===== src/shared/cir_pkg.sv =====
// Package for the comparator input routing block: register map, fields and reset values
package cir_pkg;

  // Register byte addresses (each register one aligned 32-bit word)
  localparam logic [7:0] CIR_CTRL1_OFFS = 8'h00;
  localparam logic [7:0] CIR_CTRL2_OFFS = 8'h04;
  localparam logic [7:0] CIR_STAT_OFFS = 8'h08;
  localparam logic [7:0] CIR_ROUTE_OFFS = 8'h0c;

  // Comparator 1 control word fields
  localparam int CIR_C1_EN_BIT = 0;
  localparam int CIR_C1_NSEL_BIT = 1;
  localparam int CIR_C1_OUTEN_BIT = 2;
  localparam int CIR_C1_AMP1_BIT = 3;
  localparam int CIR_C1_AMP2_BIT = 4;
  localparam int CIR_C1_RS_BIT = 5;
  localparam int CIR_C1_CAL_BIT = 6;
  localparam int CIR_C1_SHSEL_BIT = 7;

  // Comparator 2 control word fields
  localparam int CIR_C2_EN_BIT = 0;
  localparam int CIR_C2_PSEL_BIT = 1;
  localparam int CIR_C2_OUTEN_BIT = 2;
  localparam int CIR_C2_RS_BIT = 5;
  localparam int CIR_C2_CAL_BIT = 6;

  // Reset values: all three input selectors (shared, negative, positive) start at pin, everything else off
  localparam logic [7:0] CIR_CTRL1_RST = 8'h82;
  localparam logic [7:0] CIR_CTRL2_RST = 8'h02;

  // Routing status word fields
  localparam int CIR_RT_SW1_BIT = 0;
  localparam int CIR_RT_SW2_BIT = 1;
  localparam int CIR_RT_SW3_BIT = 2;
  localparam int CIR_RT_S1A_BIT = 3;
  localparam int CIR_RT_S2A_BIT = 4;
  localparam int CIR_RT_S3A_BIT = 5;
  localparam int CIR_RT_AMP1_BIT = 6;
  localparam int CIR_RT_AMP2_BIT = 7;
  localparam int CIR_RT_HREF_BIT = 8;
  localparam int CIR_RT_LREF_BIT = 9;
  localparam int CIR_RT_P0_BIT = 10;
  localparam int CIR_RT_P1_BIT = 11;
  localparam int CIR_RT_P2_BIT = 12;
  localparam int CIR_RT_P5_BIT = 13;
  localparam int CIR_RT_P6_BIT = 14;
  localparam int CIR_RT_W = 15;

  // AXI responses
  localparam logic [1:0] CIR_RESP_OKAY = 2'b00;
  localparam logic [1:0] CIR_RESP_SLVERR = 2'b10;

endpackage


===== src/shared/cir_cfg_if.sv =====
// Interface carrying the stored configuration bits to the routing logic
`timescale 1ns/1ns
interface cir_cfg_if;
  logic comp1_enable;
  logic comp1_pin_out_enable;
  logic shared_pos_select;
  logic comp1_neg_select;
  logic amp1_to_comp_select;
  logic amp2_to_comp_select;
  logic comp1_calibration_mode;
  logic comp1_cal_reference_select;
  logic comp2_enable;
  logic comp2_pin_out_enable;
  logic comp2_pos_select;
  logic comp2_calibration_mode;
  logic comp2_cal_reference_select;
  // Effective switch and pin controls
  logic [cir_pkg::CIR_RT_W-1:0] route;
  modport regs (output comp1_enable, comp1_pin_out_enable, shared_pos_select,
    comp1_neg_select, amp1_to_comp_select, amp2_to_comp_select, comp1_calibration_mode,
    comp1_cal_reference_select, comp2_enable, comp2_pin_out_enable, comp2_pos_select,
    comp2_calibration_mode, comp2_cal_reference_select, input route);
  modport router (input comp1_enable, comp1_pin_out_enable, shared_pos_select,
    comp1_neg_select, amp1_to_comp_select, amp2_to_comp_select, comp1_calibration_mode,
    comp1_cal_reference_select, comp2_enable, comp2_pin_out_enable, comp2_pos_select,
    comp2_calibration_mode, comp2_cal_reference_select, output route);
endinterface


===== src/rtl/cir_router.sv =====
// Combinational switch and pin-function decode for the two comparators
`timescale 1ns/1ns
module cir_router
  import cir_pkg::*;
(
  // Configuration in, routing out
  cir_cfg_if.router cfg
);

  // Calibration forces and effective selectors
  logic any_cal;
  logic shsel_eff;
  logic nsel_eff;
  logic psel_eff;
  logic amp1_eff;
  logic amp2_eff;

  ////////////////////////////////////////////////////////////////////////////
  // Decode, purely combinational so changes act at once
  always_comb begin
    any_cal = cfg.comp1_calibration_mode | cfg.comp2_calibration_mode;
    // Calibration forces selectors to the pins
    shsel_eff = cfg.shared_pos_select | any_cal;
    nsel_eff = cfg.comp1_neg_select | cfg.comp1_calibration_mode;
    psel_eff = cfg.comp2_pos_select | cfg.comp2_calibration_mode;
    // Shared pin selected blocks both amplifier paths
    amp1_eff = ~shsel_eff & cfg.amp1_to_comp_select;
    // Amplifier one wins, so at most one path closes
    amp2_eff = ~shsel_eff & ~amp1_eff & cfg.amp2_to_comp_select;
    cfg.route = '0;
    // Shared input switch closes only when the pin feeds it
    cfg.route[CIR_RT_SW1_BIT] = shsel_eff & (cfg.comp1_enable | cfg.comp2_enable | any_cal);
    cfg.route[CIR_RT_SW2_BIT] = (cfg.comp2_enable & psel_eff) | cfg.comp2_calibration_mode;
    // Negative pin or high reference on comparator one
    cfg.route[CIR_RT_SW3_BIT] = (cfg.comp1_enable & nsel_eff) | cfg.comp1_calibration_mode;
    cfg.route[CIR_RT_HREF_BIT] = cfg.comp1_enable & ~nsel_eff;
    // Positive pin or low reference on comparator two
    cfg.route[CIR_RT_LREF_BIT] = cfg.comp2_enable & ~psel_eff;
    // Offset switches: reference picks which side stays
    if (cfg.comp1_calibration_mode) begin
      cfg.route[CIR_RT_S1A_BIT] = cfg.comp1_cal_reference_select;
      cfg.route[CIR_RT_S2A_BIT] = ~cfg.comp1_cal_reference_select;
      cfg.route[CIR_RT_S3A_BIT] = 1'b1;
    end else if (cfg.comp2_calibration_mode) begin
      cfg.route[CIR_RT_S1A_BIT] = cfg.comp2_cal_reference_select;
      cfg.route[CIR_RT_S2A_BIT] = ~cfg.comp2_cal_reference_select;
      cfg.route[CIR_RT_S3A_BIT] = 1'b1;
    end else begin
      cfg.route[CIR_RT_S1A_BIT] = 1'b1;
      cfg.route[CIR_RT_S2A_BIT] = 1'b1;
      cfg.route[CIR_RT_S3A_BIT] = 1'b0;
    end
    cfg.route[CIR_RT_AMP1_BIT] = amp1_eff & (cfg.comp1_enable | cfg.comp2_enable);
    cfg.route[CIR_RT_AMP2_BIT] = amp2_eff & (cfg.comp1_enable | cfg.comp2_enable);
    // Pin functions: disabled comparator leaves pins as I/O, except the shared pin while calibrating
    cfg.route[CIR_RT_P0_BIT] = cfg.route[CIR_RT_SW1_BIT];
    cfg.route[CIR_RT_P5_BIT] = cfg.comp1_enable & nsel_eff;
    cfg.route[CIR_RT_P6_BIT] = cfg.comp2_enable & psel_eff;
    // Output pins go to the result only when enabled
    cfg.route[CIR_RT_P1_BIT] = cfg.comp1_enable & cfg.comp1_pin_out_enable;
    cfg.route[CIR_RT_P2_BIT] = cfg.comp2_enable & cfg.comp2_pin_out_enable;
  end

endmodule


===== src/rtl/cir_top.sv =====
// Comparator input routing: AXI4-Lite registers, decode and registered switch outputs
//
// Operation
// comparator one off leaves its pins I/O
// shared selector 1 routes shared pin
// negative selector picks high reference or pin
// output enable gives pin to result
// comparator two off leaves its pins I/O
// positive selector picks low reference or pin
// output enable gives pin to result
// shared selector 0 feeds amplifier output
// calibration one forces selectors and switches
// normal amplifier mode closes exactly one path; here no path closes when neither amplifier select is set
// reference select picks common-mode input
// forced selectors read 1, then restore
// amplifier one path blocks amplifier two
// calibration two forces switches and selectors
// routing follows register bits without delay; the switch and pin outputs here are registered and follow one aclk later
//
// Our own choices: the address map and the AXI4-Lite slave port.
`timescale 1ns/1ns
module cir_top
  import cir_pkg::*;
(
  // Clock and reset
  input wire logic aclk,
  input wire logic aresetn,
  // AXI4-Lite write address
  input wire logic [7:0] s_axi_awaddr,
  input wire logic s_axi_awvalid,
  output logic s_axi_awready,
  // AXI4-Lite write data
  input wire logic [31:0] s_axi_wdata,
  input wire logic [3:0] s_axi_wstrb,
  input wire logic s_axi_wvalid,
  output logic s_axi_wready,
  // AXI4-Lite write response
  output logic [1:0] s_axi_bresp,
  output logic s_axi_bvalid,
  input wire logic s_axi_bready,
  // AXI4-Lite read address
  input wire logic [7:0] s_axi_araddr,
  input wire logic s_axi_arvalid,
  output logic s_axi_arready,
  // AXI4-Lite read data
  output logic [31:0] s_axi_rdata,
  output logic [1:0] s_axi_rresp,
  output logic s_axi_rvalid,
  input wire logic s_axi_rready,
  // Comparator results from the analog side (asynchronous)
  input wire logic comp1_result,
  input wire logic comp2_result,
  // Analog switch enables
  output logic shared_pin_switch,
  output logic comp2_pos_switch,
  output logic comp1_neg_switch,
  output logic cal_pos_switch,
  output logic cal_neg_switch,
  output logic cal_short_switch,
  output logic amp1_path_switch,
  output logic amp2_path_switch,
  output logic high_reference_switch,
  output logic low_reference_switch,
  // Pin function selects: 1 = comparator, 0 = general I/O
  output logic shared_pos_pin_analog,
  output logic comp1_out_pin_func,
  output logic comp2_out_pin_func,
  output logic comp1_neg_pin_analog,
  output logic comp2_pos_pin_analog
);

  // Whole module state in one struct
  typedef struct packed {
    logic [7:0] ctrl1;
    logic [7:0] ctrl2;
    logic aw_hold;
    logic [7:0] aw_addr;
    logic w_hold;
    logic [31:0] w_data;
    logic [3:0] w_strb;
    logic bvalid;
    logic [1:0] bresp;
    logic rvalid;
    logic [31:0] rdata;
    logic [1:0] rresp;
    logic [1:0] res1_sync;
    logic [1:0] res2_sync;
    logic [CIR_RT_W-1:0] route;
  } cir_state_t;

  cir_state_t s_q;
  cir_state_t s_d;

  // Configuration to the decoder
  cir_cfg_if cfg ();

  // Write and read acceptance for this cycle
  logic do_write;
  logic do_read;
  logic [7:0] wbyte;
  logic [7:0] rd_ctrl1;
  logic [7:0] rd_ctrl2;

  ////////////////////////////////////////////////////////////////////////////
  // Stored bits go straight to the decoder
  assign cfg.comp1_enable = s_q.ctrl1[CIR_C1_EN_BIT];
  assign cfg.comp1_neg_select = s_q.ctrl1[CIR_C1_NSEL_BIT];
  assign cfg.comp1_pin_out_enable = s_q.ctrl1[CIR_C1_OUTEN_BIT];
  assign cfg.amp1_to_comp_select = s_q.ctrl1[CIR_C1_AMP1_BIT];
  assign cfg.amp2_to_comp_select = s_q.ctrl1[CIR_C1_AMP2_BIT];
  assign cfg.comp1_cal_reference_select = s_q.ctrl1[CIR_C1_RS_BIT];
  assign cfg.comp1_calibration_mode = s_q.ctrl1[CIR_C1_CAL_BIT];
  assign cfg.shared_pos_select = s_q.ctrl1[CIR_C1_SHSEL_BIT];
  assign cfg.comp2_enable = s_q.ctrl2[CIR_C2_EN_BIT];
  assign cfg.comp2_pos_select = s_q.ctrl2[CIR_C2_PSEL_BIT];
  assign cfg.comp2_pin_out_enable = s_q.ctrl2[CIR_C2_OUTEN_BIT];
  assign cfg.comp2_cal_reference_select = s_q.ctrl2[CIR_C2_RS_BIT];
  assign cfg.comp2_calibration_mode = s_q.ctrl2[CIR_C2_CAL_BIT];

  // Decoder
  cir_router u_router (
    .cfg(cfg.router)
  );

  ////////////////////////////////////////////////////////////////////////////
  // Next-state logic: bus slave, read-back and output staging
  always_comb begin
    s_d = s_q;
    // Results pass two flops before anyone reads them
    s_d.res1_sync = {s_q.res1_sync[0], comp1_result};
    s_d.res2_sync = {s_q.res2_sync[0], comp2_result};
    // Stored selectors are untouched by calibration, so they come back
    rd_ctrl1 = s_q.ctrl1;
    rd_ctrl2 = s_q.ctrl2;
    // Forced selectors read back as 1 while calibrating
    if (s_q.ctrl1[CIR_C1_CAL_BIT] | s_q.ctrl2[CIR_C2_CAL_BIT]) begin
      rd_ctrl1[CIR_C1_SHSEL_BIT] = 1'b1;
    end
    if (s_q.ctrl1[CIR_C1_CAL_BIT]) begin
      rd_ctrl1[CIR_C1_NSEL_BIT] = 1'b1;
    end
    if (s_q.ctrl2[CIR_C2_CAL_BIT]) begin
      rd_ctrl2[CIR_C2_PSEL_BIT] = 1'b1;
    end
    // Capture address and data in either order
    if (s_axi_awvalid && !s_q.aw_hold) begin
      s_d.aw_hold = 1'b1;
      s_d.aw_addr = s_axi_awaddr;
    end
    if (s_axi_wvalid && !s_q.w_hold) begin
      s_d.w_hold = 1'b1;
      s_d.w_data = s_axi_wdata;
      s_d.w_strb = s_axi_wstrb;
    end
    // Write completes once both halves are held and no response is pending
    do_write = s_q.aw_hold && s_q.w_hold && !s_q.bvalid;
    wbyte = s_q.w_data[7:0];
    if (do_write) begin
      s_d.aw_hold = 1'b0;
      s_d.w_hold = 1'b0;
      s_d.bvalid = 1'b1;
      s_d.bresp = CIR_RESP_OKAY;
      // Only byte lane 0 carries bits; others are ignored
      if (s_q.aw_addr[7:2] == CIR_CTRL1_OFFS[7:2]) begin
        if (s_q.w_strb[0]) begin
          s_d.ctrl1 = wbyte;
        end
      end else if (s_q.aw_addr[7:2] == CIR_CTRL2_OFFS[7:2]) begin
        if (s_q.w_strb[0]) begin
          s_d.ctrl2 = wbyte;
        end
      end else if (s_q.aw_addr[7:2] != CIR_STAT_OFFS[7:2]
                   && s_q.aw_addr[7:2] != CIR_ROUTE_OFFS[7:2]) begin
        s_d.bresp = CIR_RESP_SLVERR;
      end
    end
    if (s_q.bvalid && s_axi_bready) begin
      s_d.bvalid = 1'b0;
    end
    // Read: one-cycle address acceptance, data next cycle
    do_read = s_axi_arvalid && !s_q.rvalid;
    if (do_read) begin
      s_d.rvalid = 1'b1;
      s_d.rresp = CIR_RESP_OKAY;
      s_d.rdata = 32'h0000_0000;
      if (s_axi_araddr[7:2] == CIR_CTRL1_OFFS[7:2]) begin
        s_d.rdata[7:0] = rd_ctrl1;
      end else if (s_axi_araddr[7:2] == CIR_CTRL2_OFFS[7:2]) begin
        s_d.rdata[7:0] = rd_ctrl2;
      end else if (s_axi_araddr[7:2] == CIR_STAT_OFFS[7:2]) begin
        s_d.rdata[1:0] = {s_q.res2_sync[1], s_q.res1_sync[1]};
      end else if (s_axi_araddr[7:2] == CIR_ROUTE_OFFS[7:2]) begin
        s_d.rdata[CIR_RT_W-1:0] = s_q.route;
      end else begin
        s_d.rresp = CIR_RESP_SLVERR;
      end
    end else if (s_q.rvalid && s_axi_rready) begin
      s_d.rvalid = 1'b0;
    end
    // Decoder result registered once so every output is a flop
    s_d.route = cfg.route;
  end

  ////////////////////////////////////////////////////////////////////////////
  // State register with synchronous reset
  always_ff @(posedge aclk) begin
    if (!aresetn) begin
      s_q <= '0;
      s_q.ctrl1 <= CIR_CTRL1_RST;
      s_q.ctrl2 <= CIR_CTRL2_RST;
    end else begin
      s_q <= s_d;
    end
  end

  ////////////////////////////////////////////////////////////////////////////
  // Output mapping, all from flops
  assign s_axi_awready = !s_q.aw_hold;
  assign s_axi_wready = !s_q.w_hold;
  assign s_axi_bvalid = s_q.bvalid;
  assign s_axi_bresp = s_q.bresp;
  assign s_axi_arready = !s_q.rvalid;
  assign s_axi_rvalid = s_q.rvalid;
  assign s_axi_rdata = s_q.rdata;
  assign s_axi_rresp = s_q.rresp;
  assign shared_pin_switch = s_q.route[CIR_RT_SW1_BIT];
  assign comp2_pos_switch = s_q.route[CIR_RT_SW2_BIT];
  assign comp1_neg_switch = s_q.route[CIR_RT_SW3_BIT];
  assign cal_pos_switch = s_q.route[CIR_RT_S1A_BIT];
  assign cal_neg_switch = s_q.route[CIR_RT_S2A_BIT];
  assign cal_short_switch = s_q.route[CIR_RT_S3A_BIT];
  assign amp1_path_switch = s_q.route[CIR_RT_AMP1_BIT];
  assign amp2_path_switch = s_q.route[CIR_RT_AMP2_BIT];
  assign high_reference_switch = s_q.route[CIR_RT_HREF_BIT];
  assign low_reference_switch = s_q.route[CIR_RT_LREF_BIT];
  assign shared_pos_pin_analog = s_q.route[CIR_RT_P0_BIT];
  assign comp1_out_pin_func = s_q.route[CIR_RT_P1_BIT];
  assign comp2_out_pin_func = s_q.route[CIR_RT_P2_BIT];
  assign comp1_neg_pin_analog = s_q.route[CIR_RT_P5_BIT];
  assign comp2_pos_pin_analog = s_q.route[CIR_RT_P6_BIT];

endmodule


===== config.mk =====
export PLATFORM = sky130hd
export DESIGN_NAME = cir_top
export DESIGN_NICKNAME = d
export VERILOG_FILES = /design/src/shared/cir_pkg.sv /design/src/shared/cir_cfg_if.sv /design/src/rtl/cir_router.sv /design/src/rtl/cir_top.sv
export SDC_FILE = /design/constraint.sdc
export NUM_CORES = 1
export LEC_CHECK = 0
export BUFFER_PORTS_ARGS = -buffer_cell sky130_fd_sc_hd__buf_4
export CORE_MARGIN = 2
export CORE_UTILIZATION = 45
export CTS_CLUSTER_DIAMETER = 60
export DETAILED_ROUTE_END_ITERATION = 10
export PLACE_DENSITY = 0.75
export SYNTH_ARGS = -nofsm -noshare
export SYNTH_HDL_FRONTEND = slang
export SYNTH_SLANG_ARGS = --single-unit

===== constraint.sdc =====
create_clock -name aclk -period 3.8 [get_ports aclk]
set_input_delay 0.19 -clock aclk [delete_from_list [all_inputs] [get_ports aclk]]
set_output_delay 0.19 -clock aclk [all_outputs]
set_load 0.005 [all_outputs]

==> results of run 1 <==
## per-layer routing
metal,up-vias,track usage [%]
met5,-,0
met4,0,7.92
met3,6,4.15
met2,74,24.9
met1,937,20.9
li1,1040,-
## worst reg2reg max path, stage by stage (launching register included)
cell     delay (ns)
dfxtp_1        0.32
or4_4          0.57
nor4_4         0.65
mux2i_1        0.26
## power groups by stage
| stage | Combinational (mW) | Sequential (mW) | Clock (mW) |
|---|---|---|---|
| 2_1_floorplan | 0.0812 | 0.776 | 0 |
| 3_3_place_gp | 0.105 | 0.778 | 0 |
| 3_5_place_dp | 0.107 | 0.779 | 0 |
| 4_1_cts | 0.107 | 0.762 | 0.562 |
| 5_1_grt | 0.120 | 0.764 | 0.601 |
| 6_report | 0.106 | 0.762 | 0.550 |
## cell usage in the layout (no fill, tap or decap), drive strengths merged, types with 7 or more instances in the layout
cell and n:
a32o 7, inv 9, clkbuf 13, mux2i 22
a21oi 16, nor2 24, dfxtp 70, conb 19
buf 66, nand2 43
## registers in the layout, summed over array words and instances (netlist names), 2 cells and up
| register | cells |
|---|---|
| s_q | 19 |
| rd_ctrl2 | 3 |
| s_d | 2 |
| s_axi_rdata | 15 |
## final timing paths
kind / cells after the start / to
min reg2reg: 1 / s_q[16]
min: 2 / s_d[18]
max: 4 / s_axi_rdata[0]
max reg2reg: 3 / cfg.amp1_to_comp_select
## cells by family after synthesis
kind of cell    share of synthesized area, %
other cells                            0.130
mux                                     11.2
simple gates                            16.5
flops                                   48.6
buf+inv                                 13.2
compound gates                          10.4
## area by class of cell
cell class | count | area (um^2)
Tap cell | 77 | 96.3
Multi-Input combinational cell | 188 | 1170
Timing Repair Buffer | 66 | 495
Sequential cell | 70 | 1400
Inverter | 9 | 33.8
Clock inverter | 3 | 17.5
Clock buffer | 13 | 169
Fill cell | 611 | 2890
## metrics by stage
stage / worst slack, ns / instances / instance area [um^2] / utilization [%] / power (mW)
6_report: 1.88 / 426 / 3380 / 53.9 / 1.42
5_1_grt: 1.66 / 426 / 3380 / 53.9 / 1.49
4_1_cts: 1.87 / 426 / 3380 / 53.9 / 1.43
3_5_place_dp: 1.52 / 410 / 3200 / 50.9 / 0.886
3_3_place_gp: 1.51 / 410 / 3200 / 50.9 / 0.883
2_1_floorplan: 2.10 / 320 / 2950 / - / 0.857
==> flow_summary.json, run 1 <==
{
  "endpoint_kind": "flip-flop",
  "synth_edf_count": 0,
  "wl_met1_mm": 2.50,
  "grt_max_degree": 33,
  "crit_start": "aresetn",
  "regToRegStartpoint": "s_q[100]",
  "met3_length_um": 342,
  "place.gp.congestion": 0.746,
  "p_int_mw": 1.09,
  "first_iter_violations": 108,
  "antenna_left": 0,
  "critPathBufInv": 2,
  "cts_resized": 0,
  "hold_viol_final": 0,
  "hold_path_class": "in2reg",
  "fin_tns_setup_ns": 0,
  "yosysTopAreaCell": "dfxtp_1",
  "ctsHoldBuffers": 0,
  "antenna_found_initial": 0,
  "yosysWarnings": 0,
  "hp-start": "comp1_result",
  "synth_area_leaders": "dfxtp_1 49%, buf_4 9.6%, mux2i_1 7.6%",
  "grt.total_usage_pct": 16.1,
  "place_hpwl_mm": 3.88,
  "wl_per_cell_um": 12.4,
  "fmax_mhz": 522,
  "die_x_um": 84.0,
  "final-max-slew-violation-count": 0,
  "async_flop_share_pct": 0,
  "outcome": "complete, no violations",
  "setup_viol": 0,
  "ir_worst_vdd_uv": 249,
  "power_frac_clock_pct": 38.8,
  "ctsHtreeMaxLevel": 3,
  "crit_required_ns": 4.08,
  "io_buffers": 66,
  "rsz0062_at_grt": "false",
  "topRoutingLayerUsed": "met4",
  "clk_pin_slew_worst_paths_ns": 0.07,
  "yosysSeqAreaShare_pct": 48.6,
  "cts_made_buffers": 9,
  "cts_setup_buffers": 0,
  "die_area_um2": 7060,
  "powerDensity_nw_per_um2": 419,
  "clock_latency_ns": 0.34,
  "max_slew_margin_pct": 30.1,
  "first_pass_iters": 4,
  "yosysTopAreaCellShare_pct": 48.6,
  "root_buffer": "clkbuf_8",
  "grt_overflow": 0,
  "core_area_um2": 6280,
  "cp_max_fo": 32,
  "crit_family": "compound AO/OA/AOI/OAI gates",
  "p_seq_share_pct": 53.7,
  "layout.nets": 405,
  "p_leak_nw": 1.48,
  "maxCapViolCount": 0,
  "viasPerCell": 4.83,
  "tritoncts": "yes",
  "synth_seq_cells": 70,
  "drt_wl_total_mm": 5.30,
  "critPathKind": "in2reg",
  "syn-cell-area_um2": 2880,
  "vias": 2057,
  "syn_to_final_growth_pct": 17.4,
  "synth_flop_cell": "dfxtp_1",
  "fin_crit_ns": 1.92,
  "whs_ns": 0.0632,
  "ys_types": 35,
  "slowest_stage": "a21oi_1",
  "max_stage_delay_ns": 0.98,
  "power.switching_uw": 328,
  "cp_cell_sequence": "buf_4, inv_1, a21oi_1, a22o_1",
  "pwr-share-comb_pct": 7.5,
  "grt_pass1_vias": 1956,
  "reg2reg_slack_ns": 1.94,
  "grt_pass1_wl_mm": 9.03,
  "clock_sinks": 70,
  "route.met2.wl_mm": 2.39,
  "clk_path_buf_depth": 2,
  "cp-start-kind": "primary input",
  "synth_cells": 302,
  "synth_most_common_cell": "dfxtp_1",
  "fin_skew_ns": 0.00584,
  "avgSynthCellArea_um2": 9.55,
  "p_sw_share_pct": 23.1,
  "num_rows": 29,
  "arrival_ns": 2.20,
  "fin_crit_sh_pct": 50.5,
  "diodes": 0,
  "pin_count": 117,
  "drc": 0,
  "netlist_top_cells_count": "70 x dfxtp_1, 43 x nand2_1, 37 x buf_4",
  "die_h_um": 84.0,
  "tightest_slew_ns": 1.05,
  "start_util_pct": 45.9,
  "drive_gt1_share_pct": 26.6
}
(Power assumes the default switching activity.)
==> inputs of run 2 (changes only) <==
Settings changed: CORE_UTILIZATION 45 to 43.
Clock period 3.8 ns to 1.55 ns, I/O delays scaled along.
==> flow_summary.json, run 2 (synthesis gave the netlist of run 1 again) <==
{
  "outcome": "finished, violations left",
  "violations": "design-rule violations, negative setup slack",
  "p_sw_share_pct": 21.1,
  "arrival_ns": 1.96,
  "fin_crit_sh_pct": 112,
  "hold_path_class": "in2reg",
  "final-max-slew-violation-count": 0,
  "first_iter_violations": 156,
  "whs_ns": 0.0789,
  "vias": 2250,
  "antenna_found_initial": 0,
  "grt_pass1_wl_mm": 9.81,
  "critPathBufInv": 0,
  "fin_crit_ns": 1.73,
  "p_int_mw": 3.13,
  "root_buffer": "clkbuf_8",
  "ctsHtreeMaxLevel": 3,
  "fin_skew_ns": 0.0118,
  "start_util_pct": 44.9,
  "cp-start-kind": "flip-flop",
  "place.gp.congestion": 0.793,
  "grt_pass1_vias": 2161,
  "syn_to_final_growth_pct": 30.6,
  "fmax_mhz": 577,
  "pin_count": 117,
  "p_seq_share_pct": 47.0,
  "pwr-share-comb_pct": 8.5,
  "hold_end": "s_axi_rdata[10]",
  "critPathKind": "reg2reg",
  "clk_path_buf_depth": 2,
  "cp_max_fo": 8,
  "viasPerCell": 4.89,
  "stdcell_count": 460,
  "antenna_left": 0,
  "worstHoldPathCells": 4,
  "hp-start": "s_axi_araddr[4]",
  "layout_commonest_cell": "buf_4",
  "drt_wl_total_mm": 5.94,
  "drive_gt1_share_pct": 28.2,
  "num_rows": 29,
  "max_stage_delay_ns": 0.59,
  "die_x_um": 85.9,
  "powerDensity_nw_per_um2": 1050,
  "endpoint_kind": "flip-flop",
  "core_area_um2": 6420,
  "diodes": 0,
  "worstRegToRegCells": 3,
  "power_frac_clock_pct": 44.5,
  "cp.depth": 3,
  "die_area_um2": 7380,
  "r2r_end": "cfg.comp2_pin_out_enable",
  "p_leak_nw": 1.67,
  "top_register": "s_q",
  "grt_overflow": 0,
  "die_h_um": 85.9,
  "crit_required_ns": 1.77,
  "largest_register_ff_count": 19,
  "mostFrequentLayoutCells": "78 x buf_4, 69 x dfxtp_1, 43 x nand2_1",
  "slowest_stage": "or4_4",
  "layout.nets": 439,
  "grt_max_degree": 31,
  "crit_path_frequent_cell": "or4_4",
  "first_pass_iters": 9,
  "drc": 9,
  "ir_worst_vdd_uv": 570,
  "fin_tns_setup_ns": -2.52,
  "setup_ws_ns": -0.184,
  "fill_cells": 544,
  "grt.total_usage_pct": 16.9,
  "setup_viol": 16,
  "cts_made_buffers": 9,
  "hold_viol_final": 0,
  "place_hpwl_mm": 4.34,
  "crit_family": "simple AND/OR/NAND/NOR gates",
  "clock_sinks": 70,
  "reg2reg_slack_ns": -0.18,
  "cts_setup_buffers": 0,
  "cp_cell_sequence": "or4_4, or4_4, mux2i_1",
  "wl_per_cell_um": 12.9,
  "clk_pin_slew_worst_paths_ns": 0.08,
  "clock_latency_ns": 0.34,
  "tritoncts": "yes",
  "regToRegStartpoint": "s_q[100]",
  "placed_cells_incl_taps": 423,
  "rsz0062_at_grt": "true",
  "io_buffers": 66,
  "maxCapViolCount": 0,
  "power.switching_uw": 836
}
## run 2: cell types whose count changed in the layout (fill, tap and decap cells not counted), moves of 2 or more
| cell | delta |
|---|---|
| bufinv_16 | +3 |
| buf_4 | +12 |
| clkbuf_8 | -2 |
| dlygate4sd3_1 | +21 |
## run 2: how the worst max path moves through the flow
stage | start | to
6_report | s_q[100] | cfg.comp2_pin_out_enable
5_1_grt | s_q[100] | cfg.comp2_pin_out_enable
4_1_cts | s_q[100] | cfg.comp2_pin_out_enable
3_5_place_dp | s_q[100] | cfg.comp2_pin_out_enable
3_3_place_gp | s_q[100] | cfg.comp2_enable
2_1_floorplan | s_q[100] | cfg.comp2_pos_select
## run 2: what timing repair did
item / 4_1_cts / 5_1_grt
gates cloned: 0 / 0
setup endpoints to repair: 16 / 16
resized for setup: 0 / 1
endpoints found under the hold margin: 21 / 0
hold buffers: 21 / 0
## run 2: final cells by class
class	count	area [um^2]	share of cell area, %
Inverter	9	33.8	0.897
Clock buffer	10	138	3.66
Timing Repair Buffer	100	816	21.7
Tap cell	77	96.3	2.56
Clock inverter	6	109	2.89
Sequential cell	70	1400	37.3
Multi-Input combinational cell	188	1170	31.1
## run 2: power groups by stage
stage	clock, mW	sequential (mW)	combinational [mW]
floorplan	0	1.90	0.199
global placement	0	1.91	0.287
detailed placement	0	1.91	0.293
CTS	1.80	1.87	0.335
global route	1.89	1.87	0.374
finish	1.77	1.87	0.336
## run 2: worst register-to-register path, stage by stage, from the launching register on
cell,delay (ns)
dfxtp_2,0.32
or4_4,0.53
or4_4,0.59
mux2i_1,0.16
## run 2: stage by stage
stage                     power (mW)  instance area (um^2)  utilization, %  setup WS (ns)
after global placement          2.19                  3310            51.5         -0.123
final                           3.97                  3760            58.6         -0.184
after CTS                       4.00                  3760            58.6         -0.186
after floorplan                 2.10                  2950               -         -0.154
after global routing            4.13                  3760            58.6         -0.236
after detailed placement        2.20                  3310            51.5         -0.157
## run 2: layer usage
metal  vias up  share of wire, %  GRT usage, %
met5         -                 0             0
met4         0              0.94          4.47
met3         8               6.7          5.77
met2        75                49          28.8
met1      1052                43          20.4
li1       1115                 -             -
